<file path="src/hdl/irq_edge_pkg.sv">
// Package with register map, reset values and field positions of the edge/source/enable block
package irq_edge_pkg;
    localparam int          ADDR_W          = 16;
    localparam int          PIN_N           = 8;
    // Printed offsets are word indices; byte address is four times the index
    localparam logic [11:0] EPS_INDEX       = 12'hfcd;
    localparam logic [11:0] SSS_INDEX       = 12'hfce;
    localparam logic [11:0] MIC_INDEX       = 12'hfcf;
    localparam logic [15:0] EPS_ADDR        = {2'b00, EPS_INDEX, 2'b00};
    localparam logic [15:0] SSS_ADDR        = {2'b00, SSS_INDEX, 2'b00};
    localparam logic [15:0] MIC_ADDR        = {2'b00, MIC_INDEX, 2'b00};
    localparam logic [7:0]  EPS_RESET       = 8'h00;
    localparam logic [7:0]  SSS_RESET       = 8'h00;
    localparam logic        GIE_RESET       = 1'b0;
    localparam int          GIE_BIT         = 7;
    localparam int          LVD_SEL_BIT     = 7;
    localparam int          CMP_SEL_BIT     = 6;
    localparam int          SYNC_STAGES     = 2;
    localparam logic [1:0]  LEVEL_OFF       = 2'b00;
    localparam logic [1:0]  HTRANS_NONSEQ   = 2'b10;
endpackage

</file>
<file path="src/hdl/irq_edge_source_master_ctl.sv">
// Edge polarity, shared source selection and master enable of the interrupt unit
`timescale 1ns/100ps
// Overview of operation
// - Each port A input raises its request on a falling edge when its polarity bit is 0, rising when 1.
// - Shared line 7 comes from pin 7 when its select bit is 0 and from the low-voltage detector when 1.
// - Shared line 6 comes from pin 6 when its select bit is 0 and from the comparator when 1.
// - Edges on shared lines are seen after the source mux, so switching source may raise a request.
// - The master enable is set by an enable or return instruction or by writing 1 to it.
// - The master enable is cleared by a disable instruction, an acknowledge, reset or writing 0.
// - While the master enable is 0 no request reaches the core; while 1 enabled requests pass.
// - The seven low bits of the control register are reserved, read as zero and ignore writes.
// - Each request's enable high/low pair means 00 off, 01 low, 10 medium, 11 high priority.
module irq_edge_source_master_ctl #(
    parameter int REQ_N = 24
) (
    input  wire logic                            core_clk,
    input  wire logic                            rst_n,
    input  wire logic                            hsel,
    input  wire logic [irq_edge_pkg::ADDR_W-1:0] haddr,
    input  wire logic [1:0]                      htrans,
    input  wire logic                            hwrite,
    input  wire logic [2:0]                      hsize,
    input  wire logic [31:0]                     hwdata,
    input  wire logic                            hready,
    output logic                                 hreadyout,
    output logic                                 hresp,
    output logic      [31:0]                     hrdata,
    input  wire logic [irq_edge_pkg::PIN_N-1:0]  port_a_pin,
    input  wire logic                            low_voltage_detector,
    input  wire logic                            comparator_out,
    input  wire logic                            enable_interrupts_instr,
    input  wire logic                            disable_interrupts_instr,
    input  wire logic                            interrupt_return_instr,
    input  wire logic                            irq_ack,
    input  wire logic [REQ_N-1:0]                pending_req,
    input  wire logic [REQ_N-1:0]                enable_high,
    input  wire logic [REQ_N-1:0]                enable_low,
    output logic      [irq_edge_pkg::PIN_N-1:0]  pin_edge_q,
    output logic                                 global_interrupt_enable_q,
    output logic                                 core_irq_q,
    output logic      [1:0]                      core_irq_level_q
);
    import irq_edge_pkg::*;

    logic [PIN_N-1:0]  edge_polarity_select_q;
    logic [PIN_N-1:0]  edge_polarity_select_d;
    logic [7:0]        shared_source_select_q;
    logic [7:0]        shared_source_select_d;
    logic              gie_d;
    logic [PIN_N+1:0]  sync_lvl;
    logic [PIN_N-1:0]  sel_lvl;
    logic [PIN_N-1:0]  prev_lvl_q;
    logic              wr_pend_q;
    logic [ADDR_W-1:0] wr_addr_q;
    logic              addr_phase;
    logic              rd_ctl_q;
    logic              wr_eps;
    logic              wr_sss;
    logic              wr_mic;
    logic [1:0]        best_level;
    logic [7:0]        rd_mux;

    irq_sync_bank #(
        .W (PIN_N + 2)
    ) u_sync (
        .core_clk (core_clk),
        .rst_n    (rst_n),
        .async_in ({comparator_out, low_voltage_detector, port_a_pin}),
        .sync_out (sync_lvl)
    );

    // Shared lines are muxed before edge compare, so a source switch can look like an edge
    always_comb begin
        sel_lvl = sync_lvl[PIN_N-1:0];
        sel_lvl[LVD_SEL_BIT] = shared_source_select_q[LVD_SEL_BIT] ? sync_lvl[PIN_N]
                                                                    : sync_lvl[LVD_SEL_BIT];
        sel_lvl[CMP_SEL_BIT] = shared_source_select_q[CMP_SEL_BIT] ? sync_lvl[PIN_N+1]
                                                                    : sync_lvl[CMP_SEL_BIT];
    end

    genvar g;
    generate
        for (g = 0; g < PIN_N; g++) begin : g_edge
            always_ff @(posedge core_clk) begin
                if (!rst_n) begin
                    prev_lvl_q[g] <= 1'b0;
                    pin_edge_q[g] <= 1'b0;
                end else begin
                    prev_lvl_q[g] <= sel_lvl[g];
                    // Polarity 1 picks a rising edge, 0 a falling edge
                    pin_edge_q[g] <= edge_polarity_select_q[g] ? (sel_lvl[g] & ~prev_lvl_q[g])
                                                               : (~sel_lvl[g] & prev_lvl_q[g]);
                end
            end
        end
    endgenerate

    // AHB-Lite slave: zero wait states, always OKAY
    assign addr_phase = hsel && hready && htrans[1];
    assign wr_eps     = wr_pend_q && (wr_addr_q == EPS_ADDR);
    assign wr_sss     = wr_pend_q && (wr_addr_q == SSS_ADDR);
    assign wr_mic     = wr_pend_q && (wr_addr_q == MIC_ADDR);

    always_ff @(posedge core_clk) begin
        if (!rst_n) begin
            wr_pend_q <= 1'b0;
            wr_addr_q <= '0;
            hreadyout <= 1'b1;
            hresp     <= 1'b0;
        end else begin
            wr_pend_q <= addr_phase && hwrite;
            wr_addr_q <= haddr;
            hreadyout <= 1'b1;
            hresp     <= 1'b0;
        end
    end

    always_comb begin
        edge_polarity_select_d = wr_eps ? hwdata[PIN_N-1:0] : edge_polarity_select_q;
        // Reserved low bits are stored as written; software keeps them zero
        shared_source_select_d = wr_sss ? hwdata[7:0] : shared_source_select_q;
    end

    always_ff @(posedge core_clk) begin
        if (!rst_n) begin
            edge_polarity_select_q <= EPS_RESET;
            shared_source_select_q <= SSS_RESET;
        end else begin
            edge_polarity_select_q <= edge_polarity_select_d;
            shared_source_select_q <= shared_source_select_d;
        end
    end

    // Clears win: an acknowledge must never leave the enable set
    always_comb begin
        gie_d = global_interrupt_enable_q;
        if (enable_interrupts_instr || interrupt_return_instr) begin
            gie_d = 1'b1;
        end
        if (wr_mic) begin
            gie_d = hwdata[GIE_BIT];
        end
        if (disable_interrupts_instr || irq_ack) begin
            gie_d = 1'b0;
        end
    end

    always_ff @(posedge core_clk) begin
        if (!rst_n) begin
            global_interrupt_enable_q <= GIE_RESET;
        end else begin
            global_interrupt_enable_q <= gie_d;
        end
    end

    // Read data from next values so a read right after a write sees the new contents
    always_comb begin
        rd_mux = 8'h00;
        unique case (haddr)
            EPS_ADDR: rd_mux = edge_polarity_select_d;
            SSS_ADDR: rd_mux = shared_source_select_d;
            MIC_ADDR: rd_mux = {gie_d, 7'h00};
            default:  rd_mux = 8'h00;
        endcase
    end

    always_ff @(posedge core_clk) begin
        if (!rst_n) begin
            hrdata   <= 32'h0000_0000;
            rd_ctl_q <= 1'b0;
        end else begin
            rd_ctl_q <= addr_phase && !hwrite && (haddr == MIC_ADDR);
            if (addr_phase && !hwrite) begin
                hrdata <= {24'h00_0000, rd_mux};
            end
        end
    end

    // Highest priority among pending and enabled requests
    always_comb begin
        best_level = LEVEL_OFF;
        for (int i = 0; i < REQ_N; i++) begin
            if (pending_req[i] && ({enable_high[i], enable_low[i]} > best_level)) begin
                best_level = {enable_high[i], enable_low[i]};
            end
        end
    end

    always_ff @(posedge core_clk) begin
        if (!rst_n) begin
            core_irq_q       <= 1'b0;
            core_irq_level_q <= LEVEL_OFF;
        end else begin
            core_irq_q       <= gie_d && (best_level != LEVEL_OFF);
            core_irq_level_q <= gie_d ? best_level : LEVEL_OFF;
        end
    end
endmodule

</file>
<file path="src/hdl/irq_sync_bank.sv">
// Two-stage synchroniser bank for asynchronous interrupt sources
`timescale 1ns/100ps
module irq_sync_bank #(
    parameter int W = 8
) (
    input  wire logic         core_clk,
    input  wire logic         rst_n,
    input  wire logic [W-1:0] async_in,
    output logic      [W-1:0] sync_out
);
    import irq_edge_pkg::*;

    logic [W-1:0] meta_q;

    // First stage feeds only the second stage
    always_ff @(posedge core_clk) begin
        if (!rst_n) begin
            meta_q   <= '0;
            sync_out <= '0;
        end else begin
            meta_q   <= async_in;
            sync_out <= meta_q;
        end
    end
endmodule

</file>
<file path="config.mk">
export PLATFORM = sky130hd
export DESIGN_NAME = irq_edge_source_master_ctl
export DESIGN_NICKNAME = d
export VERILOG_FILES = /design/src/hdl/irq_edge_pkg.sv /design/src/hdl/irq_edge_source_master_ctl.sv /design/src/hdl/irq_sync_bank.sv
export SDC_FILE = /design/constraint.sdc
export NUM_CORES = 1
export LEC_CHECK = 0
export ABC_AREA = 1
export BUFFER_PORTS_ARGS = -buffer_cell sky130_fd_sc_hd__buf_4
export CAP_MARGIN = 10
export CORE_UTILIZATION = 44
export DETAILED_ROUTE_END_ITERATION = 10
export PLACE_DENSITY = 0.75
export SLEW_MARGIN = 30
export SYNTH_ARGS = -nofsm -noshare
export SYNTH_HDL_FRONTEND = slang
export SYNTH_SLANG_ARGS = --single-unit
</file>
<file path="constraint.sdc">
create_clock -name core_clk -period 18.41 [get_ports core_clk]
set_input_delay 0.9205 -clock core_clk [delete_from_list [all_inputs] [get_ports core_clk]]
set_output_delay 0.9205 -clock core_clk [all_outputs]
set_load 0.03 [all_outputs]
</file>
# Word level (Yosys, flattened, before mapping)
# Cells that the tools add are included.
# word_totals
reg_bits	81
output_inout_bits	46
elab_cells	165
input_bits	144
# op_classes
bitwise_logic	32
n_eq_ne	6
n_mux	40
reduce_logical	37
order_cmp	24
# op_table
cell	count
$eq 16x14->1 const B	6
$mux 2	24
$gt 2x2->1	23
$logic_and 1x1->1	32
$pmux 8 s3	1
$and 1x1->1	16
$mux 8	2
$not 1->1	16
$mux 1	13
$gt 2x1->1 const B	1
$logic_or 1x1->1	2
$reduce_and 2->1	1
$reduce_bool 2->1	1
$logic_not 1->1	1

# Logic depth before layout (Yosys ltp)
# logic_depth
word_depth	74
depth_mapped	169

# Hierarchy
# A second synthesis with hierarchy kept.
# hier_totals
cells_unflattened	724
area_unflattened_um2	4768.3
# modules_own_cells
mod	area_each_um2	cells_per_inst	instances
irq_edge_source_master_ctl	4195.3	662	1
irq_sync_bank	573.0	62	1

# Least setup slack after synthesis
# OpenSTA, ideal clock, no wires.
# synth_timing
kind	in2reg
from	input port enable_high[0]
to	register core_irq_q
stages	155
arrival_ps	18144
path_slack_ps	153
setup_time_ps	112
path_cell_list	nand2_1 -> ha_1 -> a21oi_2 -> nand2_1 -> nand2_1 -> o21a_1 -> inv_1 -> ha_1 -> nor2_1 -> o21a_1 -> nand3_1 -> nand2_1 -> inv_1 -> ha_1 -> nor2_1 -> or2_2 -> nand3_1 -> nand2_1 -> (+119 left out) -> inv_1 -> a32o_1 -> nand2_1 -> nand3_2 -> and2_1 -> ha_1 -> o31ai_2 -> nand3_1 -> nand3_2 -> nand2_1 -> ha_1 -> nand2_1 -> nand2_1 -> nor2_1 -> inv_1 -> o21a_1 -> nand2_2 -> nand2_1
# synth_via
elab_chain_cells	74
# synth_rtl
item	line_no	rtl
start, declared	irq_edge_source_master_ctl.sv:36	input wire logic [REQ_N-1:0] enable_high,
$gt 2x1->1	irq_edge_source_master_ctl.sv:183	if (pending_req[i] && ({enable_high[i], enable_low[i]} > best_level)) begin
$logic_and 1x1->1	irq_edge_source_master_ctl.sv:183	
$mux 2 (*)	irq_edge_source_master_ctl.sv:183	
$gt 2x2->1	irq_edge_source_master_ctl.sv:183	
$logic_and 1x1->1	irq_edge_source_master_ctl.sv:183	
$mux 2 (*)	irq_edge_source_master_ctl.sv:183	
$gt 2x2->1	irq_edge_source_master_ctl.sv:183	
$logic_and 1x1->1	irq_edge_source_master_ctl.sv:183	
(+58 left out)	n/a	
$gt 2x2->1	irq_edge_source_master_ctl.sv:183	
$logic_and 1x1->1	irq_edge_source_master_ctl.sv:183	
$mux 2 (*)	irq_edge_source_master_ctl.sv:183	
$gt 2x2->1	irq_edge_source_master_ctl.sv:183	
$logic_and 1x1->1	irq_edge_source_master_ctl.sv:183	
$mux 2 (*)	irq_edge_source_master_ctl.sv:183	
$reduce_bool 2->1 (*)	irq_edge_source_master_ctl.sv:194	core_irq_q <= gie_d && (best_level != LEVEL_OFF);
$logic_and 1x1->1 (*)	irq_edge_source_master_ctl.sv:194	
end signal, assigned	irq_edge_source_master_ctl.sv:194	
end, declared	irq_edge_source_master_ctl.sv:40	output logic core_irq_q,
# Mark *: on every way between the ends. The rest lies on a longest branch, timed or not.
# A chain may end at the register's enable or synchronous reset.

# Worst setup path in the final report
# layout_timing
from	input port pending_req[0]
to	register core_irq_q
# layout_via
elab_chain_cells	73
# layout_rtl
item	line_no	rtl
start, declared	irq_edge_source_master_ctl.sv:35	input wire logic [REQ_N-1:0] pending_req,
$logic_and 1x1->1 (*)	irq_edge_source_master_ctl.sv:183	
$mux 2 (*)	irq_edge_source_master_ctl.sv:183	
$gt 2x2->1	irq_edge_source_master_ctl.sv:183	
$logic_and 1x1->1	irq_edge_source_master_ctl.sv:183	
$mux 2 (*)	irq_edge_source_master_ctl.sv:183	
$gt 2x2->1	irq_edge_source_master_ctl.sv:183	
$logic_and 1x1->1	irq_edge_source_master_ctl.sv:183	
$mux 2 (*)	irq_edge_source_master_ctl.sv:183	
(+57 left out)	n/a	
$gt 2x2->1	irq_edge_source_master_ctl.sv:183	
$logic_and 1x1->1	irq_edge_source_master_ctl.sv:183	
$mux 2 (*)	irq_edge_source_master_ctl.sv:183	
$gt 2x2->1	irq_edge_source_master_ctl.sv:183	
$logic_and 1x1->1	irq_edge_source_master_ctl.sv:183	
$mux 2 (*)	irq_edge_source_master_ctl.sv:183	
$reduce_bool 2->1 (*)	irq_edge_source_master_ctl.sv:194	
$logic_and 1x1->1 (*)	irq_edge_source_master_ctl.sv:194	
# Marks and branches as above.

==> out/metrics.cfg <==
[hold_path]
min_from = u_sync.meta_q[3]$_SDFF_PN0_
min_path_type = flip-flop to flip-flop

[cts]
clockRootBuffer = clkbuf_8
clk_latency_ps = 350
clk_pin_slew_worst_paths_ps = 90
cts_tree = built
cts_buffer_depth = 2
cts.sinks = 81
htreeDepth = 3
hold_buffers = 0
cts_buffers = 9

[setup_path]
crit_path_max_incr_delay_ps = 290
reg2reg_to = hrdata[7]$_SDFFE_PN0P_
slowest_stage = ha_1
crit_path_start_kind = input pin
r2r_cells = 7
r2r_start = wr_addr_q[1]$_SDFF_PN0_
critPathMostFrequentCell = nand2_2
worst-path-max-fanout = 3
crit_path_end = core_irq_q$_SDFF_PN0_
path_class = input pin to flip-flop
cp.buffers_inverters = 14
critPathRequiredTime_ps = 18660
cp.depth = 158
end_kind = flip-flop
cp_data_arrival_time_ps = 18810
r2r_setup_slack_ps = 16150
cp_top_family = simple AND/OR/NAND/NOR gates
startpoint = pending_req[0]

[grt]
gr-usage-all-layers_pct = 20.7
grt.overflow.total = 0
grt_max_degree = 47
first_global_vias = 4693
grt_pass1_wl_microns = 19000
antenna_found_initial = 0

[sta]
worst_pin_slew_ps = 598
slew_viol_final = 0
whs_ps = 410
period_minus_slack_ps = 18560
setup_viol = 3
skew_ps = 13.6
finalWorstSetupSlack_ps = -152
relSlewSlack_pct = 60.0
period_share_pct = 101
hold_violations = 0
rsz0062_at_grt = yes
fmax_mhz = 53.9

[finish]
fin_cells = 1079
post-route-util_pct = 72.4
drive_gt1_share_pct = 45.6
area_growth_pct = 59.1
nNetsFinal = 1107
diodes = 0

[routing]
wl_per_cell_microns = 11.6
drc = 0
drtAntennaViolNets = 0
drtIter0Drc = 171
dr.pass1.iters = 5
viasPerCell = 4.67
vias = 5041
routed_wl_microns = 12500

[flow_run]
drv_cap = 0

[synthesis]
synth_area_sq_um = 4720
synth_cell_types = 32
ys_seq_area_share_pct = 34.3
yosysWarnings = 0
postSynthCellCount = 693
ys_ff_latch = 81
avgSynthCellArea_sq_um = 6.81

[pwr]
peakVddDrop_mv = 0.138
p_leak_nw = 3.93
powerDensity_nw_per_um2 = 118
p_sw_share_pct = 35.7
seq_power_share_pct = 20.6
switching_power_mw = 0.317
p_int_mw = 0.570
clockPowerShare_pct = 13.2
combinationalPowerShare_pct = 66.2

[floorplanning]
design.portCount = 190
die_w_microns = 106
rows = 37
die-area_sq_um = 11100
coreArea_sq_um = 10400
start_util_pct = 45.5
die_y_microns = 106

[place]
pre_cts_slack_ps = -1200
hpwl_microns = 7760
placed_cells = 994
gp_congestion = 0.788
place.port_buffers = 135

[outcome]
violations = negative setup slack
status = finished with violations

[metrics by stage]
stage,cell area [sq um],setup TNS [ps],power (mW)
final,7510,-403,0.887
after global routing,7510,-3390,0.953
after CTS,6960,-15.1,0.757
after detailed placement,6080,-3430,0.478
after global placement,6080,-2720,0.471
after floorplan,4810,0,0.376
[how the worst min path moves through the flow]
| stage | end | slack, ps | cells after the start |
|---|---|---|---|
| floorplan | u_sync.sync_out[0]$_SDFF_PN0_ | 390 | 2 |
| global placement | u_sync.sync_out[1]$_SDFF_PN0_ | 400 | 2 |
| detailed placement | u_sync.sync_out[0]$_SDFF_PN0_ | 390 | 2 |
| CTS | u_sync.sync_out[7]$_SDFF_PN0_ | 410 | 2 |
| global route | u_sync.sync_out[1]$_SDFF_PN0_ | 430 | 2 |
| finish | u_sync.sync_out[3]$_SDFF_PN0_ | 410 | 2 |
[cell families (layout without fill, tap and decap cells)]
family,after synthesis,count (layout),synth area share (%)
AND/OR/NAND/NOR,326,326,31.0
other,2,26,0.159
multiplexers,10,10,2.12
flip-flops,81,81,34.3
buffers and inverters,180,406,16.4
AO/OA/AOI/OAI,69,69,9.41
adder cells (fa/ha/maj),25,25,6.63
[power groups by stage]
stage	registers [mW]	clock network, mW	logic (mW)
finish	0.183	0.117	0.587
global route	0.183	0.128	0.641
CTS	0.183	0.120	0.454
detailed placement	0.187	0	0.291
global placement	0.187	0	0.284
floorplan	0.190	0	0.186
[layer usage]
layer  part of all wire [%]  track usage [%]  vias to the layer above
met2                     51             36.9                      156
li1                       -                -                     2602
met4                    3.0             8.04                        0
met3                    6.1             5.57                       39
met1                     40             23.4                     2244
met5                      0                0                        -
[area by class of cell]
| cell class | count | area, sq um |
|---|---|---|
| Sequential cell | 81 | 1620 |
| Timing Repair Buffer | 246 | 1870 |
| Inverter | 144 | 543 |
| Clock buffer | 10 | 138 |
| Clock inverter | 6 | 46.3 |
| Multi-Input combinational cell | 456 | 3120 |
| Tap cell | 136 | 170 |
| Fill cell | 814 | 2860 |
[synthesized netlist by cell type]
master / instances / area share, %
a211oi_1: 1 / 0.16
a21o_1: 3 / 0.48
a21oi_1: 25 / 2.7
a21oi_2: 3 / 0.56
a21oi_4: 2 / 0.69
a32o_1: 1 / 0.21
and2_1: 9 / 1.2
buf_4: 26 / 4.1
clkbuf_1: 10 / 0.80
conb_1: 2 / 0.16
dfxtp_1: 81 / 34
ha_1: 25 / 6.6
inv_1: 142 / 11
inv_2: 2 / 0.16
mux2i_1: 10 / 2.1
nand2_1: 167 / 13
nand2_2: 4 / 0.53
nand3_1: 60 / 6.4
nand3_2: 12 / 2.5
nand4_1: 8 / 1.1
nand4_2: 1 / 0.26
nor2_1: 54 / 4.3
nor2_2: 1 / 0.13
nor3_1: 3 / 0.32
nor4_1: 3 / 0.40
nor4b_1: 1 / 0.19
o21a_1: 12 / 1.9
o21ai_0: 13 / 1.4
o221ai_1: 1 / 0.19
o22ai_1: 7 / 0.93
o31ai_2: 1 / 0.26
or2_2: 3 / 0.40
[worst reg2reg max path, cell delays in order (launching register included)]
cell and delay (ps):
dfxtp_1 300, or2_2 300, nor3_1 240, nand4_1 520, o21ai_0 450, o221ai_1 160, nand2_1 110, a21oi_1 60
[cell usage in the layout, fill, tap and decap left out, types with 5 or more instances in the layout]
master	instances
buf_4	240
nor2_2	13
clkbuf_8	10
nor2_4	5
conb_1	26
inv_2	15
a21oi_1	17
nor2_1	37
inv_1	128
nand4_1	8
dfxtp_1	81
buf_6	5
nand3_1	29
and2_4	9
nand2_2	36
nand2_1	132
o22ai_1	7
mux2i_1	10
a21oi_2	10
ha_4	22
nand3_2	41
o21a_1	12
o21ai_0	10
[sequential cells by signal, indices dropped and copies added (netlist names)]
name,flops
wr_addr_q,16
global_interrupt_enable_q,1
edge_polarity_select_q,8
u_sync.meta_q,10
wr_pend_q,1
shared_source_select_q,8
u_sync.sync_out,10
hrdata,8
prev_lvl_q,8
core_irq_q,1
pin_edge_q,8
core_irq_level_q,2
[repair_timing]
item / in CTS / in global routing
endpoints found under the setup margin: 3 / 3
pin swaps: 71 / 109
endpoints found under the hold margin: 0 / 0
setup buffers: 58 / 12
resized for setup: 54 / 109
Note: power is estimated with default switching activity, not from simulation.
